===== src/serial_clock_pkg.sv =====
// constants and carrier types for the serial engine clock command block
package serial_clock_pkg;
   localparam logic [7:0] OP_SET_DIVISOR = 8'h86;
   localparam logic [7:0] OP_DIV5_OFF = 8'h8a;
   localparam logic [7:0] OP_DIV5_ON = 8'h8b;
   localparam logic [7:0] OP_THREE_ON = 8'h8c;
   localparam logic [7:0] OP_THREE_OFF = 8'h8d;
   localparam logic [7:0] OP_CLK_BITS = 8'h8e;
   localparam logic [7:0] OP_CLK_BYTES = 8'h8f;
   localparam logic [7:0] OP_CLK_UNTIL_HI = 8'h94;
   localparam logic [7:0] OP_CLK_UNTIL_LO = 8'h95;
   localparam logic [7:0] OP_ADAPT_ON = 8'h96;
   localparam logic [7:0] OP_ADAPT_OFF = 8'h97;
   localparam logic [7:0] OP_BYTES_OR_HI = 8'h9c;
   localparam logic [7:0] OP_BYTES_OR_LO = 8'h9d;
   localparam logic [7:0] OP_DRIVE_ZERO = 8'h9e;
   // front stage divides the internal clock by five: ticks 0..4
   localparam logic [2:0] PRESCALE_LAST = 3'h4;
   localparam logic RST_DIV5 = 1'b1;
   localparam logic RST_THREE_PHASE = 1'b0;
   localparam logic RST_ADAPTIVE = 1'b0;
   localparam logic [15:0] RST_DIVISOR = 16'h0000;
   localparam logic [15:0] RST_DRIVE_ZERO_MASK = 16'h0000;
   localparam logic [1:0] PH_SETUP = 2'h0;
   localparam logic [1:0] PH_PULSE = 2'h1;
   localparam logic [1:0] PH_HOLD = 2'h2;

   typedef enum logic [2:0]
   {
      ST_IDLE = 3'b001,
      ST_ARG = 3'b010,
      ST_RUN = 3'b100
   } fsm_t;

   typedef struct packed
   {
      logic busy;
      logic div5;
      logic three_phase;
      logic adaptive;
      logic [15:0] divisor;
      logic [15:0] drive_zero_mask;
   } status_t;

   typedef struct packed
   {
      logic [15:0] data;
      logic [15:0] dir;
   } pin_cfg_t;

   typedef struct packed
   {
      logic [15:0] level;
      logic [15:0] oe_n;
   } pin_drive_t;
endpackage


===== src/serial_engine_clock_commands.sv =====
// clock generation command block of a byte-driven synchronous serial engine
`timescale 1ns/10ps
module serial_engine_clock_commands
(
   input wire logic i_clock,
   input wire logic i_rst,
   input wire logic i_clk_en,
   input wire logic i_ctrl_enable,
   input wire logic i_cmd_valid,
   input wire logic [7:0] i_cmd_byte,
   output logic o_cmd_ready,
   input wire logic i_wait_input_line,
   input wire logic i_return_clock_input,
   input wire logic i_clk_idle_level,
   input wire serial_clock_pkg::pin_cfg_t i_pin_cfg,
   output logic o_sclk,
   output logic o_data_out,
   output serial_clock_pkg::pin_drive_t o_pin_drive,
   output serial_clock_pkg::status_t o_status
);
   import serial_clock_pkg::*;

   typedef struct packed
   {
      fsm_t fsm;
      logic [7:0] cmd;
      logic argn;
      logic [7:0] low_byte;
      logic [19:0] pulses;
      logic [1:0] phase;
      logic [2:0] pre;
      logic [15:0] hc;
      logic idle;
      logic sclk;
      logic data_out;
      logic ready;
      logic busy;
      logic div5;
      logic three;
      logic adapt;
      logic [15:0] divisor;
      logic [15:0] mask;
      pin_drive_t pins;
      logic wait_s1;
      logic wait_s2;
      logic ret_s1;
      logic ret_s2;
   } state_t;

   localparam state_t STATE_RST = '{
      fsm: ST_IDLE, cmd: 8'h00, argn: 1'b0, low_byte: 8'h00, pulses: 20'h00000,
      phase: PH_SETUP, pre: 3'h0, hc: 16'h0000, idle: 1'b0, sclk: 1'b0,
      data_out: 1'b0, ready: 1'b1, busy: 1'b0, div5: RST_DIV5, three: RST_THREE_PHASE,
      adapt: RST_ADAPTIVE, divisor: RST_DIVISOR, mask: RST_DRIVE_ZERO_MASK,
      pins: '{level: 16'hffff, oe_n: 16'hffff}, wait_s1: 1'b0, wait_s2: 1'b0,
      ret_s1: 1'b0, ret_s2: 1'b0};

   state_t state_r;
   state_t state_nxt;
   pin_drive_t pin_nxt;

   // per pin drive: masked output pins pull low on zero and float on one
   genvar gi;
   generate
      for (gi = 0; gi < 16; gi++)
      begin : g_pin
         always_comb
         begin
            pin_nxt.level[gi] = i_pin_cfg.data[gi];
            pin_nxt.oe_n[gi] = !i_pin_cfg.dir[gi] ||
               (state_r.mask[gi] && i_pin_cfg.data[gi]);
         end
      end
   endgenerate

   always_comb
   begin
      logic take;
      logic tick;
      logic adv;
      logic counted;
      logic wait_hit;
      logic [15:0] len;
      logic [16:0] len_p1;
      state_nxt = state_r;
      take = i_cmd_valid && state_r.ready;
      len = {i_cmd_byte, state_r.low_byte};
      len_p1 = {1'b0, len} + 17'h00001;
      counted = 1'b0;
      wait_hit = 1'b0;
      state_nxt.wait_s1 = i_wait_input_line;
      state_nxt.wait_s2 = state_r.wait_s1;
      state_nxt.ret_s1 = i_return_clock_input;
      state_nxt.ret_s2 = state_r.ret_s1;
      state_nxt.pins = pin_nxt;
      // master tick: every cycle, or every fifth with the front stage in
      tick = !state_r.div5 || (state_r.pre == PRESCALE_LAST);
      state_nxt.pre = (state_r.div5 && state_r.pre != PRESCALE_LAST) ?
         state_r.pre + 3'h1 : 3'h0;
      // hold the next edge until the returned clock follows
      adv = tick && !(state_r.adapt && state_r.ret_s2 != state_r.sclk);
      if (!i_ctrl_enable)
      begin
         state_nxt.fsm = ST_IDLE;
         state_nxt.argn = 1'b0;
         state_nxt.sclk = i_clk_idle_level;
      end
      else
      begin
         case (state_r.fsm)
            ST_IDLE:
            begin
               state_nxt.sclk = i_clk_idle_level;
               state_nxt.idle = i_clk_idle_level;
               if (take)
               begin
                  state_nxt.cmd = i_cmd_byte;
                  state_nxt.argn = 1'b0;
                  state_nxt.phase = PH_SETUP;
                  state_nxt.hc = 16'h0000;
                  case (i_cmd_byte)
                     OP_DIV5_OFF: state_nxt.div5 = 1'b0;
                     OP_DIV5_ON: state_nxt.div5 = 1'b1;
                     OP_THREE_ON: state_nxt.three = 1'b1;
                     OP_THREE_OFF: state_nxt.three = 1'b0;
                     OP_ADAPT_ON: state_nxt.adapt = 1'b1;
                     OP_ADAPT_OFF: state_nxt.adapt = 1'b0;
                     OP_CLK_UNTIL_HI, OP_CLK_UNTIL_LO: state_nxt.fsm = ST_RUN;
                     OP_SET_DIVISOR, OP_CLK_BITS, OP_CLK_BYTES, OP_BYTES_OR_HI,
                     OP_BYTES_OR_LO, OP_DRIVE_ZERO: state_nxt.fsm = ST_ARG;
                     default: state_nxt.fsm = ST_IDLE;
                  endcase
               end
            end
            ST_ARG:
            begin
               if (take && !state_r.argn)
               begin
                  state_nxt.low_byte = i_cmd_byte;
                  state_nxt.argn = 1'b1;
                  if (state_r.cmd == OP_CLK_BITS)
                  begin
                     state_nxt.pulses = {17'h00000, i_cmd_byte[2:0]} + 20'h00001;
                     state_nxt.fsm = ST_RUN;
                  end
               end
               else if (take)
               begin
                  case (state_r.cmd)
                     OP_SET_DIVISOR:
                     begin
                        state_nxt.divisor = len;
                        state_nxt.fsm = ST_IDLE;
                     end
                     OP_DRIVE_ZERO:
                     begin
                        state_nxt.mask = len;
                        state_nxt.fsm = ST_IDLE;
                     end
                     default:
                     begin
                        state_nxt.pulses = {len_p1, 3'b000};
                        state_nxt.fsm = ST_RUN;
                     end
                  endcase
               end
            end
            ST_RUN:
            begin
               // no new byte is taken until the pulse count, the wait line or a dropped control enable ends the run
               if (adv && state_r.hc != state_r.divisor)
               begin
                  state_nxt.hc = state_r.hc + 16'h0001;
               end
               else if (adv)
               begin
                  state_nxt.hc = 16'h0000;
                  case (state_r.phase)
                     PH_SETUP:
                     begin
                        state_nxt.phase = PH_PULSE;
                        state_nxt.sclk = !state_r.idle;
                     end
                     PH_PULSE:
                     begin
                        state_nxt.sclk = state_r.idle;
                        state_nxt.phase = state_r.three ? PH_HOLD : PH_SETUP;
                     end
                     default:
                        state_nxt.phase = PH_SETUP;
                  endcase
                  if ((state_r.phase == PH_PULSE && !state_r.three) ||
                      state_r.phase == PH_HOLD)
                  begin
                     counted = state_r.cmd != OP_CLK_UNTIL_HI &&
                        state_r.cmd != OP_CLK_UNTIL_LO;
                     wait_hit = ((state_r.cmd == OP_CLK_UNTIL_HI ||
                                  state_r.cmd == OP_BYTES_OR_HI) && state_r.wait_s2) ||
                                ((state_r.cmd == OP_CLK_UNTIL_LO ||
                                  state_r.cmd == OP_BYTES_OR_LO) && !state_r.wait_s2);
                     if (wait_hit || (counted && state_r.pulses == 20'h00001))
                     begin
                        state_nxt.fsm = ST_IDLE;
                     end
                     else if (counted)
                     begin
                        state_nxt.pulses = state_r.pulses - 20'h00001;
                     end
                  end
               end
            end
            default:
               state_nxt.fsm = ST_IDLE;
         endcase
      end
      state_nxt.data_out = state_r.data_out;
      state_nxt.ready = state_nxt.fsm != ST_RUN;
      state_nxt.busy = state_nxt.fsm == ST_RUN;
   end

   always_ff @(posedge i_clock or posedge i_rst)
   begin
      if (i_rst)
      begin
         state_r <= STATE_RST;
      end
      else if (i_clk_en)
      begin
         state_r <= state_nxt;
      end
   end

   assign o_cmd_ready = state_r.ready;
   assign o_sclk = state_r.sclk;
   assign o_data_out = state_r.data_out;
   assign o_pin_drive = state_r.pins;
   assign o_status = '{busy: state_r.busy, div5: state_r.div5,
      three_phase: state_r.three, adaptive: state_r.adapt,
      divisor: state_r.divisor, drive_zero_mask: state_r.mask};
endmodule


===== config.mk =====
export PLATFORM = sky130hd
export DESIGN_NAME = serial_engine_clock_commands
export DESIGN_NICKNAME = d
export VERILOG_FILES = /design/src/serial_clock_pkg.sv /design/src/serial_engine_clock_commands.sv
export SDC_FILE = /design/constraint.sdc
export NUM_CORES = 1
export LEC_CHECK = 0
export BUFFER_PORTS_ARGS = -buffer_cell sky130_fd_sc_hd__buf_4
export CORE_UTILIZATION = 45
export DETAILED_ROUTE_END_ITERATION = 8
export HOLD_SLACK_MARGIN = 0.05
export PLACE_DENSITY_LB_ADDON = 0.25
export SYNTH_ARGS = -nofsm -noshare
export SYNTH_HDL_FRONTEND = slang
export SYNTH_SLANG_ARGS = --single-unit

===== constraint.sdc =====
create_clock -name i_clock -period 4.8 [get_ports i_clock]
set_clock_uncertainty 0.2 [all_clocks]
set_input_delay 0.24 -clock i_clock [delete_from_list [all_inputs] [get_ports i_clock]]
set_output_delay 0.24 -clock i_clock [all_outputs]
set_load 0.01 [all_outputs]

==> flow_summary_export.csv, run 1 <==
group,metric,value,unit
outcome,status,"finished, final reports clean",
place,detailed_place_hpwl,14.4,mm
pwr,power_density,303,mW/mm²
timing,whs,0.195,ns
synthesis,synth_enable_flop_cells,0,
floorplan,rows,47,
final_layout,drive_above_1_share,31.5,%
route,ant_nets,0,
timing,min_period_over_period,63.1,%
final_layout,nets,919,
clocking,worstSkewPairLatency,0.42,ns
pwr,netSwitchingFraction,25.7,%
worst_hold_path,hp-class,"in -> reg",
synthesis,synth_fp_nets,819,
critical_path,worst_path_max_delay_cell,"nor3_1",
critical_path,arrival,3.13,ns
timing,rsz0062_at_grt,"false",
critical_path,critical_path_class,"reg -> reg",
critical_path,startpoint,"state_r[132]$_DFFE_PP0P_",
final_layout,diodes,0,
critical_path,critPathBufInv,0,
worst_hold_path,min_from,"i_cmd_valid",
floorplan,start_util,46.5,%
floorplan,coreArea,0.0168,mm²
clocking,cts_buffer_depth,2,
critical_path,path_max_fanout,8,
synthesis,synth_cell_types,73,
timing,tightestPinTransition,1.04,ns
critical_path,ff2ff_setup_slack,1.77,ns
grt,gr-total-overflow,0,
critical_path,reg2reg_to,"state_r[106]$_DFFE_PP0P_",
final_layout,mostFrequentLayoutCell,"buf_4",
route,drt-initial-drc-count,527,
pwr,pwr-share-seq,43.8,%
clocking,postCtsSetupBuffers,0,
synthesis,syn_area,0.00780,mm²
grt,track_usage,24.8,%
route,avgViaCountPerCell,5.79,
critical_path,r2r.worst_path.cells,6,
critical_path,worstReg2RegStart,"state_r[132]$_DFFE_PP0P_",
pwr,p_sw,0.741,mW
route,drt-wirelength-per-cell,19.5,µm
floorplan,dieArea,0.0179,mm²
timing,setup_tns,0,ns
timing,hold_viol,0,
synthesis,syn_area_per_cell,10.2,µm²
clocking,ctsResizeCount,0,
timing,relSlewSlack,30.1,%
synthesis,synthFlopType,"dfrtp_1",
critical_path,endpoint_kind,"flip-flop",
synthesis,synth.ff_latch_count,136,
clocking,cts_tree,"built",
clocking,htree_levels,4,
timing,period_needed,3.03,ns
job,drv_cap,0,
pwr,pwr-share-comb,11.6,%
floorplan,die-width,134,µm
route,drc_errors,0,
route,vias,6338,
critical_path,worstPathRequired,4.91,ns
pwr,p_int,2.15,mW
timing,slew_violations,0,
pwr,power.leakage,4.27,nW
floorplan,die_h,134,µm
route,firstDrtPassIters,4,
final_layout,area_growth,22.2,%
critical_path,cp_top_family,"simple AND/OR/NAND/NOR gates",
grt,grt_pass1_wl,34.0,mm
place,gp_congestion,0.934,
synthesis,syn_inst,761,
grt,grt_pass1_vias,6399,
timing,setup_viol,0,
pwr,p_total,2.89,mW
timing,fin_ws,1.77,ns
place,port-buffer-count,117,
grt,grt_start_max_net_pins,68,
final_layout,final_cell_mix,"122 x buf_4, 101 x dfrtp_1, 66 x nand2_1, 61 x dlygate4sd3_1, 60 x mux2_2",
critical_path,slowest_delay,0.86,ns
clocking,cts-root-buf,"clkbuf_16",
clocking,clock-sinks,136,
critical_path,cp.depth,6,
place,pre_cts_ws,1.73,ns
clocking,clk_pin_slew,0.06,ns
critical_path,crit_chain,"nand4bb_2, nor4_2, o31ai_4, nor3_1, o21ai_0, o221a_2",
clocking,cts_buffers,17,
synthesis,ys_async_sr_fraction,100,%
floorplan,pin_count,119,
critical_path,cp-endpoint,"state_r[106]$_DFFE_PP0P_",
pwr,vdd_drop_max,0.250,mV
synthesis,yosysWarnings,0,
pwr,p_clk_share,44.6,%
synthesis,synth_seq_area_share,44.2,%
critical_path,start_kind,"flip-flop",
grt,antenna_found_initial,0,
route,totalWireLength,21.3,mm
timing,clock.fmax,0.330,GHz
## cell type report
type	count	area, µm²
tap	220	275
clock buffer	21	472
clock inverter	11	114
timing repair buffer	183	1530
inverter	20	77.6
multi-input combinational	503	3620
fill	1385	7230
sequential	136	3450
## Yosys cell counts, drive strengths merged (15+ instances only)
master | n | area [µm²]
a31oi | 19 | 119
buf | 84 | 608
clkbuf | 18 | 67.6
dfrtp | 101 | 2530
dfstp | 35 | 920
inv | 20 | 75.1
mux2 | 60 | 676
nand2 | 66 | 248
nand3 | 27 | 135
nand4 | 23 | 159
nor2 | 57 | 221
nor3 | 15 | 80.1
nor4 | 16 | 188
o21ai | 31 | 155
xor2 | 37 | 324
## per-layer routing
metal	wire length, µm	part of all wire (%)	track usage [%]
met1	8860	42	31.6
met2	10300	48	40.0
met3	1510	7.1	6.32
met4	653	3.1	10.5
met5	0	0	0
## sequential cells by signal, summed over array words and instances, names as in the netlist
register / flops
o_cmd_ready: 1
o_pin_drive: 32
state_r: 64
o_sclk: 1
o_status: 36
state_nxt: 2
## cell families (layout without fill, tap and decap cells)
family | count (synthesis) | in the layout | synth area share, %
fa+ha+maj | 10 | 10 | 1.60
mux | 64 | 64 | 9.18
buf+inv | 122 | 235 | 9.63
simple gates | 254 | 254 | 18.1
other cells | 1 | 1 | 0.0481
compound gates | 128 | 128 | 12.0
flops | 136 | 136 | 44.2
xor+xnor | 46 | 46 | 5.17
## timing repair
item                       4_1_cts  5_1_grt
hold buffers                    61        0
hold endpoints to repair        93        0
setup endpoints to repair        0        0
## power groups by stage
stage          clock [mW]  sequential (mW)  combinational (mW)
6_report             1.29             1.26               0.336
3_3_place_gp            0             1.28               0.277
5_1_grt              1.37             1.27               0.363
4_1_cts              1.31             1.26               0.330
2_1_floorplan           0             1.26               0.202
3_5_place_dp            0             1.28               0.283
## metrics by stage
stage               std cells  cell area, µm²  util, %
floorplan                 761            7800        -
global placement         1001            8330     49.7
detailed placement       1001            8330     49.7
CTS                      1094            9520     56.8
global route             1094            9530     56.9
finish                   1094            9530     56.9
## worst min path at each step
stage                                             to  slack, ns  depth (start not counted)
final                       state_r[125]$_DFFE_PP0P_       0.19                          4
after global routing        state_r[125]$_DFFE_PP0P_       0.22                          4
after CTS                   state_r[125]$_DFFE_PP0P_       0.18                          4
after detailed placement    o_status[24]$_DFFE_PP0P_       0.20                          2
after global placement      o_status[24]$_DFFE_PP0P_       0.19                          2
after floorplan           o_pin_drive[0]$_DFFE_PP1P_       0.11                          1
## worst register-to-register path: cells and delay by family, from the launching register on
family           cells  cell delay, ns
AO/OA/AOI/OAI        3            0.63
AND/OR/NAND/NOR      3            1.71
flip-flops           1            0.38
No activity file was read; power rests on OpenSTA's default activity.
==> inputs of run 2 (changes only) <==
==> constraint.sdc (replaced) <==
create_clock -name i_clock -period 2.89 [get_ports i_clock]
set_clock_uncertainty 0.2 [all_clocks]
set_input_delay 0.1445 -clock i_clock [delete_from_list [all_inputs] [get_ports i_clock]]
set_output_delay 0.1445 -clock i_clock [all_outputs]
set_load 0.01 [all_outputs]
==> run 2 against run 1 <==
Compared with the run above:
- routed wire length grew 0.33%
- non-clock buffer count grew 22
- sequential share of layout area shrank 0.63 points
- setup slack lost 1.6 ns
- largest power group unchanged
==> flow_summary_export.csv, run 2 (synthesis results as in run 1) <==
group,metric,value,unit
pwr,power_density,498,mW/mm²
clocking,cts_tree,"built",
timing,clock.fmax,0.369,GHz
grt,antenna_found_initial,0,
route,totalWireLength,21.4,mm
final_layout,fillerInstances,1390,
timing,setup_viol,0,
final_layout,drive_above_1_share,33.1,%
final_layout,layout.cells.non_filler,1116,
critical_path,ff2ff_setup_slack,0.18,ns
floorplan,dieArea,0.0179,mm²
critical_path,endpoint_kind,"flip-flop",
pwr,pwr-share-comb,11.7,%
floorplan,die_h,134,µm
final_layout,largest_reg_flops,64,
timing,slew_violations,0,
worst_hold_path,min_from,"i_clk_en",
place,placed_cell_area,0.00848,mm²
critical_path,worstReg2RegStart,"state_r[135]$_DFFE_PP0P_",
clocking,worstSkewPairLatency,0.43,ns
worst_hold_path,holdPathStages,4,
timing,rsz0062_at_grt,"false",
critical_path,reg2reg_to,"state_r[85]$_DFFE_PP0P_",
pwr,p_total,4.83,mW
final_layout,seqCellArea,0.00345,mm²
final_layout,design_area,0.00970,mm²
timing,hold_viol,0,
critical_path,r2r.worst_path.cells,6,
job,drv_cap,0,
timing,setup_tns,0,ns
place,gp_congestion,0.909,
critical_path,slowest_delay,0.50,ns
outcome,status,"finished, final reports clean",
critical_path,arrival,2.85,ns
route,drt-initial-drc-count,550,
pwr,vdd_drop_max,0.432,mV
clocking,clock-sinks,136,
final_layout,diodes,0,
floorplan,pin_count,119,
clocking,cts_buffer_depth,2,
route,firstDrtPassIters,5,
critical_path,startpoint,"state_r[135]$_DFFE_PP0P_",
route,avgViaCountPerCell,5.77,
critical_path,start_kind,"flip-flop",
pwr,p_clk_share,44.9,%
critical_path,critical_path_class,"reg -> reg",
grt,grt_start_max_net_pins,137,
clocking,htree_levels,4,
clocking,cts-root-buf,"clkbuf_16",
place,placedCellCount,1021,
critical_path,worst_path_max_delay_cell,"o21a_1",
critical_path,cp_top_family,"compound AO/OA/AOI/OAI gates",
route,drt-wirelength-per-cell,19.2,µm
critical_path,crit_chain,"or3b_1, a211oi_2, o21a_1, nand4_1, xor2_1, nor2_1",
floorplan,die-width,134,µm
route,vias,6434,
place,detailed_place_hpwl,14.5,mm
floorplan,coreArea,0.0168,mm²
critical_path,critPathBufInv,0,
pwr,p_sw,1.23,mW
clocking,cts_buffers,17,
clocking,postCtsSetupBuffers,0,
grt,gr-total-overflow,0,
route,drc_errors,0,
floorplan,rows,47,
floorplan,start_util,46.5,%
timing,tightestPinTransition,0.850,ns
final_layout,regMostFlops,"state_r",
clocking,clk_pin_slew,0.06,ns
timing,min_period_over_period,93.7,%
place,port-buffer-count,117,
pwr,p_int,3.61,mW
grt,grt_pass1_wl,34.6,mm
pwr,netSwitchingFraction,25.4,%
critical_path,path_max_fanout,12,
critical_path,worstPathRequired,3.03,ns
final_layout,multiInputGateArea,0.00360,mm²
grt,track_usage,25.0,%
final_layout,nets,941,
grt,grt_pass1_vias,6400,
final_layout,mostFrequentLayoutCell,"buf_4",
pwr,power.leakage,4.39,nW
final_layout,area_growth,24.4,%
pwr,pwr-share-seq,43.4,%
timing,relSlewSlack,43.3,%
timing,period_needed,2.71,ns
final_layout,final_cell_mix,"141 x buf_4, 101 x dfrtp_1, 66 x nand2_1, 63 x dlygate4sd3_1, 60 x mux2_2",
worst_hold_path,worst_hold_path.endpoint,"state_r[125]$_DFFE_PP0P_",
worst_hold_path,hp-class,"in -> reg",
route,ant_nets,0,
-- run 2: repair_timing --
item                                   in CTS  in global routing
gates resized for setup                     0                  1
hold buffers                               63                  0
setup endpoints to repair                   0                  3
endpoints found under the hold margin     172                  0
-- run 2: layer usage --
layer / global-route usage [%] / up-vias / share of wire (%) / wire, µm
li1: - / 2912 / - / -
met4: 9.97 / 0 / 2.5 / 540
met3: 5.44 / 46 / 6.5 / 1380
met2: 40.5 / 275 / 48 / 10300
met1: 32.5 / 3201 / 43 / 9200
met5: 0 / - / 0 / 0
-- run 2: power by group through the flow --
| stage | clock (mW) | combinational [mW] | sequential [mW] |
|---|---|---|---|
| after floorplan | 0 | 0.336 | 2.10 |
| after global placement | 0 | 0.467 | 2.12 |
| after detailed placement | 0 | 0.477 | 2.13 |
| after CTS | 2.21 | 0.559 | 2.10 |
| after global routing | 2.29 | 0.611 | 2.11 |
| final | 2.17 | 0.565 | 2.10 |
-- run 2: final cells by class --
cell class	instances	area share [%]
Inverter	20	0.813
Multi-Input combinational cell	503	37.1
Timing Repair Buffer	205	17.6
Tap cell	220	2.84
Clock inverter	13	1.50
Clock buffer	19	4.57
Sequential cell	136	35.5
-- run 2: worst max path at each step --
stage                               endpoint  slack, ns  cells after the start
finish               state_r[85]$_DFFE_PP0P_       0.18                      6
global route         state_r[85]$_DFFE_PP0P_       0.01                      6
CTS                 state_r[106]$_DFFE_PP0P_       0.09                      6
detailed placement  state_r[110]$_DFFE_PP0P_       0.11                      6
global placement    state_r[106]$_DFFE_PP0P_       0.15                      6
floorplan           o_status[30]$_DFFE_PP0P_       0.43                      7
-- run 2: tightest hold or removal path, delay by kind of cell --
family,cells,cell delay (ns)
buf+inv,2,0.30
compound gates,1,0.15
simple gates,1,0.15
-- run 2: stage by stage --
step / setup slack, ns / hold slack [ns] / utilization (%)
after floorplan: 0.427 / 0.0137 / -
after CTS: 0.0913 / 0.152 / 57.9
after global placement: 0.149 / 0.0984 / 50.6
after global routing: 0.0136 / 0.210 / 57.9
final: 0.182 / 0.165 / 57.9
after detailed placement: 0.108 / 0.102 / 50.6
==> inputs of run 3 (changes only) <==
--- a/config.mk
+++ b/config.mk
@@ -6,6 +6,8 @@
 export NUM_CORES = 1
 export LEC_CHECK = 0
 export BUFFER_PORTS_ARGS = -buffer_cell sky130_fd_sc_hd__buf_4
+export CELL_PAD_IN_SITES_DETAIL_PLACEMENT = 0
+export CELL_PAD_IN_SITES_GLOBAL_PLACEMENT = 1
 export CORE_UTILIZATION = 45
 export DETAILED_ROUTE_END_ITERATION = 8
 export HOLD_SLACK_MARGIN = 0.05
==> run 3 against run 2 <==
Compared with the run above:
- setup slack lost 0.013 ns
- sequential cell count unchanged
- fmax shrank 0.46%
- clock power decreased by 3%
- sequential power hardly changed
- combinational power hardly changed
- register-to-register slack about the same
- final cell count increased by 0.18%
- largest cell class unchanged
- largest power group is now registers
- highest routed layer unchanged
==> flow_summary_export.csv, run 3 (synthesis results as in run 1) <==
group,metric,value,unit
final_layout,mostFrequentLayoutCell,"buf_4",
final_layout,postLayoutCoreUtil,58.0,%
floorplan,pin_count,119,
job,drv_cap,0,
clocking,clk_pin_slew,0.06,ns
timing,slew_violations,0,
final_layout,layout.cells.non_filler,1118,
route,vias,6305,
final_layout,final_cell_mix,"143 x buf_4, 101 x dfrtp_1, 66 x nand2_1, 62 x dlygate4sd3_1, 60 x mux2_2",
place,placedCellCount,1024,
route,drt-initial-drc-count,441,
final_layout,regMostFlops,"state_r",
pwr,p_total,4.76,mW
clocking,postCtsSetupBuffers,0,
final_layout,diodes,0,
final_layout,area_growth,24.6,%
grt,grt_pass1_vias,6343,
grt,track_usage,24.6,%
timing,period_needed,2.72,ns
final_layout,largest_reg_flops,64,
clocking,cts_tree,"built",
grt,grt_start_max_net_pins,137,
timing,tightestPinTransition,0.757,ns
floorplan,dieArea,0.0179,mm²
grt,antenna_found_initial,0,
floorplan,die-width,134,µm
critical_path,slowest_delay,0.61,ns
clocking,cts-root-buf,"clkbuf_16",
floorplan,start_util,46.5,%
outcome,status,"finished, final reports clean",
critical_path,cp_top_family,"simple AND/OR/NAND/NOR gates",
clocking,clock-sinks,136,
route,ant_nets,0,
critical_path,crit_chain,"or3b_2, nor2_1, nand2_1, buf_4, nor3_1, a21oi_1, a21oi_1",
place,detailed_place_hpwl,14.5,mm
place,port-buffer-count,117,
route,totalWireLength,21.1,mm
final_layout,fillerInstances,1435,
worst_hold_path,hp-class,"in -> reg",
clocking,worstSkewPairLatency,0.42,ns
critical_path,crit_top_cell,"a21oi_1",
grt,grt_pass1_wl,34.1,mm
floorplan,coreArea,0.0168,mm²
timing,setup_tns,0,ns
critical_path,endpoint_kind,"flip-flop",
timing,setup_viol,0,
timing,rsz0062_at_grt,"false",
clocking,cts_buffer_depth,2,
timing,min_period_over_period,94.1,%
route,drt-wirelength-per-cell,18.8,µm
critical_path,start_kind,"flip-flop",
grt,gr-total-overflow,0,
timing,clock.fmax,0.368,GHz
final_layout,drive_above_1_share,33.3,%
critical_path,path_max_fanout,11,
place,gp_congestion,0.867,
clocking,htree_levels,4,
final_layout,nets,943,
clocking,cts_buffers,17,
pwr,power.leakage,4.41,nW
floorplan,rows,47,
critical_path,arrival,2.86,ns
pwr,power_density,490,mW/mm²
route,drc_errors,0,
route,avgViaCountPerCell,5.64,
critical_path,worst_path_max_delay_cell,"dfstp_2",
timing,hold_viol,0,
pwr,vdd_drop_max,0.412,mV
critical_path,worstPathRequired,3.03,ns
critical_path,critPathBufInv,1,
floorplan,die_h,134,µm
critical_path,critical_path_class,"reg -> reg",
route,firstDrtPassIters,6,
timing,relSlewSlack,49.5,%
## run 3: layout make-up
class / count / area, µm² / area share, %
Multi-Input combinational cell: 503 / 3600 / 37.0
Tap cell: 220 / 275 / 2.83
Inverter: 20 / 78.8 / 0.811
Clock inverter: 8 / 58.8 / 0.605
Sequential cell: 136 / 3450 / 35.5
Clock buffer: 24 / 524 / 5.39
Timing Repair Buffer: 207 / 1730 / 17.8
## run 3: what timing repair did
action                                  CTS  global route
endpoints found under the hold margin   172             0
resized for setup                         0             1
hold buffers                             62             0
endpoints found under the setup margin    0             4
## run 3: worst min-delay path, delay by kind of cell
kind            cells  cell delay (ns)
compound gates      1             0.16
buf+inv             1             0.09
simple gates        2             0.25
## run 3: final timing paths
path                                           from                        to  slack [ns]  cells after the start
hold reg to reg            state_r[131]$_DFFE_PP0P_  state_r[131]$_DFFE_PP0P_        0.28                      2
max in group asynchronous                     i_rst   state_r[87]$_DFFE_PP0P_        1.62                      4
hold / removal                          i_cmd_valid  state_r[125]$_DFFE_PP0P_        0.06                      4
setup reg to reg           state_r[134]$_DFFE_PP1P_  o_status[32]$_DFFE_PP0P_        0.17                      7
setup / recovery           state_r[134]$_DFFE_PP1P_  o_status[32]$_DFFE_PP0P_        0.17                      7
min in group asynchronous                     i_rst   state_r[92]$_DFFE_PP0P_        0.29                      4
## run 3: where the power goes
part	switching, mW	leakage [nW]	internal [mW]	total (mW)
Clock	0.829	0.287	1.27	2.10
Combinational	0.282	2.39	0.285	0.567
Sequential	0.0714	1.73	2.02	2.10
Total	1.18	4.41	3.58	4.76
## run 3: per-layer routing
layer,up-vias,GRT usage (%),part of all wire [%]
met5,-,0,0
met4,0,9.22,2.3
met3,45,4.41,4.8
met2,193,40.0,47
li1,2924,-,-
met1,3143,32.6,46
## run 3: through the flow
step                      setup slack [ns]  cell area (µm²)  hold slack, ns
final                                0.170             9720          0.0648
after global placement               0.248             8510          0.0981
after floorplan                      0.427             7800          0.0137
after CTS                            0.104             9720          0.0526
after detailed placement             0.142             8510           0.101
after global routing                0.0325             9720          0.0893
